### config.mk
export PLATFORM = sky130hd
export DESIGN_NAME = okc_config_page
export DESIGN_NICKNAME = d
export VERILOG_FILES = /design/src/pkg/okc_pkg.sv /design/src/logic/okc_source_pick.sv /design/src/logic/okc_config_page.sv
export SDC_FILE = /design/constraint.sdc
export NUM_CORES = 1
export LEC_CHECK = 0
export BUFFER_PORTS_ARGS = -buffer_cell sky130_fd_sc_hd__buf_2
export CORE_UTILIZATION = 48
export CTS_BUF_LIST = sky130_fd_sc_hd__clkbuf_16
export DETAILED_ROUTE_END_ITERATION = 7
export GPL_ROUTABILITY_DRIVEN = 0
export GPL_TIMING_DRIVEN = 0
export PLACE_DENSITY = 0.8
export SLEW_MARGIN = 15
export SYNTH_ARGS = -nofsm -noshare
export SYNTH_HDL_FRONTEND = slang
export SYNTH_SLANG_ARGS = --single-unit
### constraint.sdc
create_clock -name i_clock -period 2.65 [get_ports i_clock]
set_input_delay 0.265 -clock i_clock [delete_from_list [all_inputs] [get_ports i_clock]]
set_output_delay 0.265 -clock i_clock [all_outputs]
set_load 0.005 [all_outputs]
### src/pkg/okc_pkg.sv
// package: configuration page layout, key classes, register offsets
// What this block does
// - two-bit key class: 00 DES/2DES, 01 3DES, 10 AES-128, 11 AES-192/256
// - bits 27:26 govern keys in pages 7 and 8
// - bits 25:24 govern keys in pages 5 and 6
// - bits 23:22 govern keys in pages 3 and 4
// - bits 21:20 govern keys in pages 1 and 2
// - bit 30 reads 1 once the page is programmed, else 0
// - bits 29 and 28 always read as zero
// - programmed flag mirrored at bit 7 of the otp control register
// - implemented bits program once; top bit reserved, loaded from otp and never modified by writes
// - session-key enable limits stored key one to key-encrypting use
// - with source lock, highest set locked-source bit forces key source
// - nine write-lock bits: bit 0 permanently blocks programming of page 0, bits 1 to 8 only drive o_page_write_lock
// - software key off and source 0000 sets key failure, blocks start
package okc_pkg;
  localparam logic [3:0] ADDR_CONFIG  = 4'h0;
  localparam logic [3:0] ADDR_OTP_CTL = 4'h1;
  localparam logic [3:0] ADDR_KEY_SEL = 4'h2;
  localparam logic [3:0] ADDR_STATUS  = 4'h3;
  localparam int BIT_RESERVED   = 31;
  localparam int BIT_PROGRAMMED = 30;
  localparam int BIT_MIRROR     = 7;
  localparam int BIT_SRC_LOCK   = 10;
  localparam int BIT_SESSION    = 19;
  localparam int BIT_SW_DIS     = 0;
  localparam logic [31:0] UNIMPL_MASK = 32'h3000_0000;
  localparam logic [3:0] SRC_SOFTWARE = 4'h0;
  localparam logic [3:0] SRC_KEY_ONE  = 4'h1;
  localparam logic [3:0] SRC_TOP      = 4'hf;
  localparam int PAGES = 9;

  typedef enum logic [1:0]
  {
    OKC_DES  = 2'h0,
    OKC_TDES = 2'h1,
    OKC_A128 = 2'h2,
    OKC_A256 = 2'h3
  } okc_class_t;

  typedef struct packed
  {
    logic          reserved;
    logic          programmed;
    logic [1:0]    unimpl;
    okc_class_t    pages_7_8_key_class;
    okc_class_t    pages_5_6_key_class;
    okc_class_t    pages_3_4_key_class;
    okc_class_t    pages_1_2_key_class;
    logic          session_key_only_enable;
    logic [7:0]    locked_key_source_field;
    logic          key_source_lock;
    logic [8:0]    page_write_lock;
    logic          software_key_disable;
  } okc_page_t;

  typedef struct packed
  {
    logic          start;
    okc_class_t    cipher_class;
    logic          key_wrap;
  } okc_req_t;
endpackage

### src/logic/okc_source_pick.sv
// module: locked key source priority decode
`timescale 1ns/100ps
module okc_source_pick
  import okc_pkg::*;
(
  input  wire logic [7:0] i_field,
  output logic      [3:0] o_source
);
  always_comb
  begin
    o_source = SRC_SOFTWARE;
    for (int b = 0; b < 8; b++)
    begin
      if (i_field[b])
      begin
        o_source = 4'(b + 1);
      end
    end
    if (i_field[7])
    begin
      o_source = SRC_TOP;
    end
  end
endmodule

### src/logic/okc_config_page.sv
// module: one-time configuration page and key-selection checks
//
// Added by the designer: the address-and-strobe port and the address map.
`timescale 1ns/100ps
module okc_config_page
  import okc_pkg::*;
(
  input  wire logic        i_clock,
  input  wire logic        i_sys_rst,
  input  wire logic [3:0]  i_addr,
  input  wire logic [31:0] i_wdata,
  input  wire logic        i_wr,
  input  wire logic        i_rd,
  output logic      [31:0] o_rdata,
  input  wire logic        i_otp_read_done,
  input  wire logic [31:0] i_otp_page,
  input  wire okc_req_t    i_req,
  output logic             o_start_ok,
  output logic             o_key_failure_flag,
  output logic [3:0]       o_key_source,
  output logic [8:0]       o_page_write_lock
);
  okc_page_t   page;
  okc_page_t   next_page;
  logic        loaded;
  logic        next_loaded;
  logic [3:0]  key_source_select;
  logic [3:0]  next_key_source_select;
  logic        fail;
  logic        next_fail;
  logic        start_ok;
  logic        next_start_ok;
  logic [31:0] rdata;
  logic [31:0] next_rdata;
  logic [3:0]  locked_src;
  logic [3:0]  src;
  okc_class_t  pair_class;
  logic        bad;
  logic [31:0] prog_bits;

  okc_source_pick u_pick
  (
    .i_field  (page.locked_key_source_field),
    .o_source (locked_src)
  );

  // locked source overrides software selection
  assign src = page.key_source_lock ? locked_src
                                    : key_source_select;

  always_comb
  begin
    case (src)
      4'h1, 4'h2: pair_class = page.pages_1_2_key_class;
      4'h3, 4'h4: pair_class = page.pages_3_4_key_class;
      4'h5, 4'h6: pair_class = page.pages_5_6_key_class;
      4'h7, 4'h8: pair_class = page.pages_7_8_key_class;
      default:    pair_class = i_req.cipher_class;
    endcase
  end

  always_comb
  begin
    bad = 1'b0;
    if (!loaded)
    begin
      bad = 1'b1;
    end
    if (page.software_key_disable && src == SRC_SOFTWARE)
    begin
      bad = 1'b1;
    end
    if (src >= SRC_KEY_ONE && src <= 4'h8 && pair_class != i_req.cipher_class)
    begin
      bad = 1'b1;
    end
    if (page.session_key_only_enable && src == SRC_KEY_ONE && !i_req.key_wrap)
    begin
      bad = 1'b1;
    end
  end

  // program-once: only unprogrammed bits may go high, reserved/unimpl kept
  assign prog_bits = i_wdata & ~UNIMPL_MASK
                     & ~(32'h1 << BIT_RESERVED);

  always_comb
  begin
    next_page = page;
    next_loaded = loaded;
    next_key_source_select = key_source_select;
    next_fail = fail;
    next_start_ok = 1'b0;
    next_rdata = 32'h0;
    if (i_otp_read_done)
    begin
      next_page = okc_page_t'(i_otp_page & ~UNIMPL_MASK);
      next_loaded = 1'b1;
    end
    else if (i_wr && i_addr == ADDR_CONFIG && !page.page_write_lock[0])
    begin
      if (!page.programmed)
      begin
        next_page = okc_page_t'(32'(page) | prog_bits);
        next_page.programmed = 1'b1;
      end
    end
    if (i_wr && i_addr == ADDR_KEY_SEL)
    begin
      next_key_source_select = i_wdata[3:0];
    end
    if (i_wr && i_addr == ADDR_STATUS && i_wdata[0])
    begin
      next_fail = 1'b0;
    end
    if (i_req.start)
    begin
      if (bad)
      begin
        next_fail = 1'b1; // set wins over clear
      end
      else
      begin
        next_start_ok = 1'b1;
      end
    end
    if (i_rd)
    begin
      case (i_addr)
        ADDR_CONFIG:  next_rdata = 32'(page) & ~UNIMPL_MASK;
        ADDR_OTP_CTL: next_rdata = 32'(page.programmed)
                                   << BIT_MIRROR;
        ADDR_KEY_SEL: next_rdata = {28'h0, key_source_select};
        ADDR_STATUS:  next_rdata = {30'h0, loaded, fail};
        default:      next_rdata = 32'h0;
      endcase
    end
  end

  always_ff @(posedge i_clock)
  begin
    if (i_sys_rst)
    begin
      page <= okc_page_t'(32'h0);
      loaded <= 1'b0;
      key_source_select <= 4'h0;
      fail <= 1'b0;
      start_ok <= 1'b0;
      rdata <= 32'h0;
    end
    else
    begin
      page <= next_page;
      loaded <= next_loaded;
      key_source_select <= next_key_source_select;
      fail <= next_fail;
      start_ok <= next_start_ok;
      rdata <= next_rdata;
    end
  end

  assign o_rdata = rdata;
  assign o_start_ok = start_ok;
  assign o_key_failure_flag = fail;
  assign o_key_source = src;
  assign o_page_write_lock = page.page_write_lock;

  // forward-looking forms keep a short reset from feeding stale past values
  unimpl_zero_a: assert property (@(posedge i_clock)
    disable iff (i_sys_rst)
    i_rd && i_addr == ADDR_CONFIG |=> o_rdata[29:28] == 2'h0)
    else $error("unimplemented bits read nonzero");
  mirror_flag_a: assert property (@(posedge i_clock)
    disable iff (i_sys_rst)
    i_rd && i_addr == ADDR_OTP_CTL
    |=> o_rdata[BIT_MIRROR] == $past(page.programmed))
    else $error("mirror differs from programmed flag");
  once_only_a: assert property (@(posedge i_clock)
    disable iff (i_sys_rst)
    page.programmed && !i_otp_read_done
    |=> page == $past(page))
    else $error("programmed page changed");
  reserved_keep_a: assert property (@(posedge i_clock)
    disable iff (i_sys_rst)
    !i_otp_read_done |=> page.reserved == $past(page.reserved))
    else $error("reserved bit modified");
  program_mark_a: assert property (@(posedge i_clock)
    disable iff (i_sys_rst)
    i_wr && i_addr == ADDR_CONFIG && !page.page_write_lock[0]
    && !i_otp_read_done |=> page.programmed)
    else $error("programmed flag not set by write");
  lock_keep_a: assert property (@(posedge i_clock)
    disable iff (i_sys_rst)
    i_wr && i_addr == ADDR_CONFIG && page.page_write_lock[0]
    && !i_otp_read_done |=> page == $past(page))
    else $error("locked page was programmed");
  swkey_fail_a: assert property (@(posedge i_clock)
    disable iff (i_sys_rst)
    i_req.start && page.software_key_disable && src == SRC_SOFTWARE
    |=> o_key_failure_flag && !o_start_ok)
    else $error("software key start not refused");
  flag_sticky_a: assert property (@(posedge i_clock)
    disable iff (i_sys_rst)
    o_key_failure_flag && !(i_wr && i_addr == ADDR_STATUS && i_wdata[0])
    |=> o_key_failure_flag)
    else $error("failure flag dropped without clear");
  class_fail_a: assert property (@(posedge i_clock)
    disable iff (i_sys_rst)
    i_req.start && loaded && src == 4'h7
    && page.pages_7_8_key_class != i_req.cipher_class
    |=> !o_start_ok && o_key_failure_flag)
    else $error("class mismatch started");
  pages56_class_a: assert property (@(posedge i_clock)
    disable iff (i_sys_rst)
    i_req.start && loaded && src == 4'h6
    && page.pages_5_6_key_class != i_req.cipher_class
    |=> !o_start_ok && o_key_failure_flag)
    else $error("pages 5 6 class mismatch started");
  pages34_class_a: assert property (@(posedge i_clock)
    disable iff (i_sys_rst)
    i_req.start && loaded && src == 4'h3
    && page.pages_3_4_key_class != i_req.cipher_class
    |=> !o_start_ok && o_key_failure_flag)
    else $error("pages 3 4 class mismatch started");
  pages12_class_a: assert property (@(posedge i_clock)
    disable iff (i_sys_rst)
    i_req.start && loaded && src == 4'h2
    && page.pages_1_2_key_class != i_req.cipher_class
    |=> !o_start_ok && o_key_failure_flag)
    else $error("pages 1 2 class mismatch started");
  session_key_a: assert property (@(posedge i_clock)
    disable iff (i_sys_rst)
    i_req.start && page.session_key_only_enable && src == SRC_KEY_ONE
    && !i_req.key_wrap |=> o_key_failure_flag)
    else $error("key one used outside wrap");
  lock_top_a: assert property (@(posedge i_clock)
    disable iff (i_sys_rst)
    page.key_source_lock && page.locked_key_source_field[7]
    |-> o_key_source == SRC_TOP)
    else $error("locked source not forced");
  free_source_a: assert property (@(posedge i_clock)
    disable iff (i_sys_rst)
    !page.key_source_lock |-> o_key_source == key_source_select)
    else $error("unlocked source not software choice");
  unloaded_a: assert property (@(posedge i_clock)
    disable iff (i_sys_rst)
    i_req.start && !loaded |=> !o_start_ok && o_key_failure_flag)
    else $error("start before page latched");
endmodule

; ---- Word-level counts from Yosys, hierarchy flattened
; Index checks and enable logic that the tools add are counted.
; W data, S select, Z words.
[totals]
regBits = 71
input_bits = 77
output_inout_bits = 47
word_cells = 82
[classes]
magnitude_cmp = 2
n_eq_ne = 13
muxes = 22
bitwise_logic = 4
n_reduce_logical = 24
[ops]
columns = operator, count
row1 = $pmux W32 S4, 1
row2 = $mux W32, 3
row3 = $or A32 B31 Y32, 1
row4 = $eq A4 B2 Y1 const B, 4
row5 = $eq A4 B3 Y1 const B, 4
row6 = $reduce_or A2 Y1, 7
row7 = $mux W3, 4
row8 = $logic_and A1 B1 Y1, 10
row9 = $mux W1, 9
row10 = $eq A4 B1 Y1 const B, 2
row11 = $logic_not A4 Y1, 2
row12 = $mux W4, 2
row13 = $pmux W2 S4, 1
row14 = $eq A4 B4 Y1 const B, 1
row15 = $ge A4 B1 Y1 const B, 1
row16 = $le A4 B4 Y1 const B, 1
row17 = $mux W2, 2
row18 = $reduce_and A2 Y1, 2
row19 = $not A1 Y1, 3
row20 = $logic_not A1 Y1, 2
row21 = $ne A2 B2 Y1, 1
row22 = $ne A2 B2 Y1 const B, 1
row23 = $reduce_bool A2 Y1, 1

; ---- Logic depth before layout (Yosys ltp)
[depth]
depth_word = 18
depth_mapped = 10
depth_no_buf = 9

; ---- Modules after synthesis
; A second synthesis with hierarchy kept.
[hier_totals]
hier_cells = 326
hier_area_um2 = 2773.9
[by_module_without_submodules]
columns = mod, instances, cells_each, area_per_inst_um2, seq_area_each_um2
row1 = okc_config_page, 1, 315, 2712.6, 1341.3
row2 = okc_source_pick, 1, 11, 61.3, 0.0

; ---- Worst setup path after synthesis
; No wires, ideal clock.
[synth_path]
path_type = flip-flop to flip-flop
from = register page[15] (netlist bit)
to = register fail, in the netlist o_key_failure_flag
setup_time_ns = 0.058
arrival_time_ns = 2.140
required_ns = 2.592
slack_ns = 0.452
path_stages_with_launch = 11
n_path_buf = 1
synth_period_minus_slack_ns = 2.198
cell_sequence = dfxtp_1 -> inv_2 -> a221o_1 -> a21o_1 -> buf_6 -> inv_6 -> mux2i_1 -> o21a_1 -> o221ai_2 -> a2111oi_2 -> a211o_1
[synth_via]
elab_chain_cells = 14
word_cells_on_any_way = 32
classes_between = order compare (2) / eq/ne (9) / mux (11) / reduce/logical (10)
[synth_lines]
columns = element, line
row1 = start: declaration, okc_config_page.sv:23  ; okc_page_t page;
row2 = start signal: assignment, okc_config_page.sv:144  ; page <= okc_page_t'(32'h0);
row3 = start signal: assignment, okc_config_page.sv:153  ; page <= next_page;
row4 = $mux W3 (*) (3 in a row), okc_source_pick.sv:14  ; if (i_field[b])
row5 = $mux W4 (*), okc_source_pick.sv:19  ; if (i_field[7])
row6 = $mux W4 (*), okc_config_page.sv:48  ; assign src = page.key_source_lock ? locked_src
row7 = net o_key_source[0], okc_config_page.sv:20  ; output logic [3:0] o_key_source,
row8 = "$eq A4 B3 Y1, or another cell as far along", okc_config_page.sv:53  ; case (src)
row9 = $reduce_or A2 Y1, okc_config_page.sv:53
row10 = $pmux W2 S4, okc_config_page.sv:53
row11 = $ne A2 B2 Y1, okc_config_page.sv:73  ; if (src >= SRC_KEY_ONE && src <= 4'h8 && pair_class != i_req.cipher_class)
row12 = $logic_and A1 B1 Y1, okc_config_page.sv:73
row13 = $mux W1, okc_config_page.sv:73
row14 = $mux W1 (*), okc_config_page.sv:77  ; if (page.session_key_only_enable && src == SRC_KEY_ONE && !i_req.key_wrap)
row15 = $mux W1 (*), okc_config_page.sv:118  ; if (bad)
row16 = $mux W1 (*), okc_config_page.sv:116  ; if (i_req.start)
row17 = end signal: assignment, okc_config_page.sv:156  ; fail <= next_fail;
row18 = end: declaration, okc_config_page.sv:29  ; logic fail;
; Mark *: on every way through the listed nets, which the timed path passes. The rest lies on a longest branch.
; A chain may end at the register's enable or synchronous reset.

; ---- Final worst setup path
[layout_path]
from = register page[15] (netlist bit)
to = register fail, in the netlist o_key_failure_flag
[layout_via]
elab_chain_cells = 14
word_cells_on_any_way = 32
classes_between = order compare (2) / eq/ne (9) / mux (11) / reduce/logical (10)
[layout_lines]
columns = element, line
row1 = $mux W3 (*) (3 in a row), okc_source_pick.sv:14
row2 = $mux W4 (*), okc_source_pick.sv:19
row3 = $mux W4 (*), okc_config_page.sv:48
row4 = "$eq A4 B3 Y1, or another cell as far along", okc_config_page.sv:53
row5 = $reduce_or A2 Y1, okc_config_page.sv:53
row6 = $pmux W2 S4, okc_config_page.sv:53
row7 = $ne A2 B2 Y1, okc_config_page.sv:73
row8 = $logic_and A1 B1 Y1, okc_config_page.sv:73
row9 = $mux W1, okc_config_page.sv:73
row10 = $mux W1 (*), okc_config_page.sv:77
row11 = $mux W1 (*), okc_config_page.sv:118
row12 = $mux W1 (*), okc_config_page.sv:116
; Mark *: on every way between the ends. The rest lies on a longest branch, timed or not.

==> reports/qor.yml <==
timing:
  min_period_over_period_pct: 95.5
  finalSetupViolCount: 0
  worst_pin_slew_ps: 620
  hold_violations: 0
  skew_ps: 5.11
  slew_headroom_pct: 58.7
  holdWs_ps: 170
  min_period_ps: 2530
  fmax_ghz: 0.395
  rsz0062_at_grt: "no"
  drv_slew: 0
  setup_tns_ps: 0
global_routing:
  grt_use_met1_pct: 28.6
  first_global_vias: 2744
  grt_pass1_wl_um: 12400
  grt-busiest-layer: "met2"
  grtUsageTotal_pct: 25.7
  antenna_found_initial: 0
  grt_overflow_total: 0
  grt_max_degree: 12
  gr-usage-met2_pct: 44.4
  use_met3_pct: 7.95
finish:
  areaGrowthSynthToFinish_pct: 32.3
  diodes: 0
  postLayoutCellArea_mm2: 0.00392
  final_nets: 562
  drive_gt1_share_pct: 32.7
  num-fill-cells: 523
power:
  clkPwrFrac_pct: 45.5
  irDropWorstVdd_mv: 0.402
  netSwitchingFraction_pct: 24.0
  power_frac_seq_pct: 43.2
  p_leak_uw: 0.00181
  power_density_mw_per_mm2: 632
  comb_power_share_pct: 11.2
  switchingPower_uw: 595
  p_int_uw: 1890
drt:
  wl_um: 7870
  drtIter0Drc: 128
  num_vias: 2962
  viasPerCell: 5.24
  ant_nets: 0
  drc: 0
  avgRoutedWirePerCell_um: 13.9
  dr.pass1.iters: 4
critical_path:
  cp.arrival_ps: 2800
  timing.rr.start: "page[15]$_SDFFE_PP0P_"
  max_stage_delay_ps: 470
  crit_fanout: 9
  rrSetupSlack_ps: 120
  path_class: "register to register"
  timing.rr.end: "o_key_failure_flag$_SDFF_PP0_"
  worstSetupStartpointType: "register"
  critPathCaptureType: "register"
  path_cells: "nor2_1, a221o_1, a21o_1, buf_6, inv_6, mux2i_1, o21a_1, o221ai_2, a2111oi_2, a211o_1"
  cp.required_ps: 2920
  crit_slowest_cell: "dfxtp_1"
  reg2reg_depth: 10
logic_synthesis:
  synth_ff_type: "dfxtp_1"
  syn-cell-area_mm2: 0.00297
  ys_warn_count: 0
  synthSimpleGateAreaFrac_pct: 22.0
  ys_seq_elements: 67
  avgSynthCellArea_um2: 8.24
  synth_fa_ha_area_share_pct: 0
  synth_cells: 360
  synth-xor-area-share_pct: 0.591
  synth-compound-area-share_pct: 21.5
  synth_mux_area_share_pct: 3.50
  synth_edf_count: 0
  async_flop_share_pct: 0
  yosysSeqAreaShare_pct: 45.2
  ys_types: 47
  synth_top_family_by_area: "simple AND/OR/NAND/NOR gates"
clock_tree:
  cts_max_level: 3
  cts_root_buf: "clkbuf_16"
  worstSkewPairLatency_ps: 330
  cts_buffers: 9
  clkTransAtPathRegs_ps: 50
  cts_sinks: 67
  cts_hold_buf: 0
  clockBufferDepth: 2
  cts_tree: "yes"
hold_path:
  holdPathStages: 3
  hp-class: "input port to register"
  worstHoldEndpoint: "o_page_write_lock[6]$_SDFFE_PP0P_"
  holdCritStartpoint: "i_otp_page[7]"
floorplan:
  row_count: 28
  dieHeight_um: 80.6
  core_area_mm2: 0.00596
  start_util_pct: 49.8
  io_pins: 124
  dieArea_mm2: 0.00650
  die_w_um: 80.6
placement:
  io_buffers: 113
  placed_area_mm2: 0.00363
  place_hpwl_um: 5800
outcome:
  status: "finished, final reports clean"
run:
  cap_violations: 0
## synth_stat cells, drive strengths merged (2+ instances only)
cell type   n  area [um2]
a2111oi     3        57.6
a211o       2        18.8
a211oi      2        15.0
a21o        2        15.0
a21oi      66         330
a22oi       2        15.0
and2       23         145
buf        14         105
clkbuf     17        63.8
dfxtp      67        1340
inv         9        38.8
mux2        3        33.8
mux2i       7        70.1
nand2      11        41.3
nand3       8        40.0
nor2       78         293
nor3        6        30.0
nor4        3        18.8
o211ai      2        20.0
o21ai      11        55.1
o31a        2        20.0
o31ai       4        30.0
xnor2       2        17.5
## stage by stage
step | power, uW | setup WS, ps | util, % | cells
global placement | 1360 | 250 | 60.9 | 549
CTS | 2490 | 130 | 65.7 | 565
finish | 2480 | 120 | 65.9 | 565
global route | 2580 | 5.77 | 65.9 | 565
floorplan | 1250 | 452 | - | 361
detailed placement | 1370 | 185 | 60.9 | 549
## layout make-up
| type | count | area (um2) | area share, % |
|---|---|---|---|
| Clock inverter | 7 | 60.1 | 1.53 |
| Timing Repair Buffer | 113 | 566 | 14.4 |
| Clock buffer | 9 | 225 | 5.74 |
| Buffer | 31 | 169 | 4.31 |
| Sequential cell | 67 | 1340 | 34.2 |
| Multi-Input combinational cell | 254 | 1430 | 36.4 |
| Tap cell | 75 | 93.8 | 2.39 |
| Inverter | 9 | 38.8 | 0.989 |
## cell usage in the layout (no fill, tap or decap), types with 2 or more instances in the layout
cell and count:
o31a_2 2, buf_4 12, clkbuf_1 17, a21oi_1 66, conb_1 2, inv_1 8
mux2_2 3, and2_1 22, a2111oi_2 2, dfxtp_1 67, xnor2_1 2, a211oi_1 2
clkinv_2 2, clkinv_1 2, mux2i_1 6, nor4_1 3, buf_2 113, nor2_1 77
nand3_1 8, o31ai_1 4, nand2_1 10, clkbuf_16 9, a22oi_1 2, nor3_1 6
a21o_1 2, o21ai_0 11
## registers in the layout (all words and copies together), names as in the netlist
register            cells
o_key_failure_flag      1
loaded                  1
page                   21
key_source_select       4
o_page_write_lock       9
o_start_ok              1
o_rdata                30
## what timing repair did
action | in CTS | in global routing
setup endpoints to repair | 0 | 1
resized for setup | 0 | 3
setup buffers | 0 | 0
## worst max-delay path: cells and delay by family, from the launching register on
| family | cells | cell delay (ps) |
|---|---|---|
| DFF | 1 | 470 |
| AOI/OAI and AO/OA | 6 | 1380 |
| buffers and inverters | 2 | 220 |
| muxes | 1 | 320 |
| and+or+nand+nor | 1 | 70 |
## layer usage
layer | vias to the layer above | routed length [um] | share of wire, %
met2 | 107 | 3780 | 48
met5 | - | 0 | 0
met3 | 21 | 466 | 5.9
li1 | 1483 | - | -
met1 | 1351 | 3390 | 43
met4 | 0 | 229 | 2.9
## worst max path at each step
stage                          start                       endpoint  cells past startpoint
2_1_floorplan  page[15]$_SDFFE_PP0P_  o_key_failure_flag$_SDFF_PP0_                     10
3_3_place_gp   page[15]$_SDFFE_PP0P_  o_key_failure_flag$_SDFF_PP0_                     10
3_5_place_dp   page[15]$_SDFFE_PP0P_  o_key_failure_flag$_SDFF_PP0_                     10
4_1_cts        page[15]$_SDFFE_PP0P_  o_key_failure_flag$_SDFF_PP0_                     10
5_1_grt        page[15]$_SDFFE_PP0P_  o_key_failure_flag$_SDFF_PP0_                     10
6_report       page[15]$_SDFFE_PP0P_  o_key_failure_flag$_SDFF_PP0_                     10
## power groups by stage
stage	Clock, uW	Combinational, uW	Sequential (uW)
2_1_floorplan	0	171	1080
3_3_place_gp	0	266	1090
3_5_place_dp	0	274	1090
4_1_cts	1140	276	1070
5_1_grt	1190	308	1080
6_report	1130	278	1070
## logic make-up after synthesis
group	count (synthesis)
compound gates	102
mux	10
flops	67
simple gates	138
buf+inv	40
other cells	1
xor+xnor	2
Power figures use the tool's default switching activity.
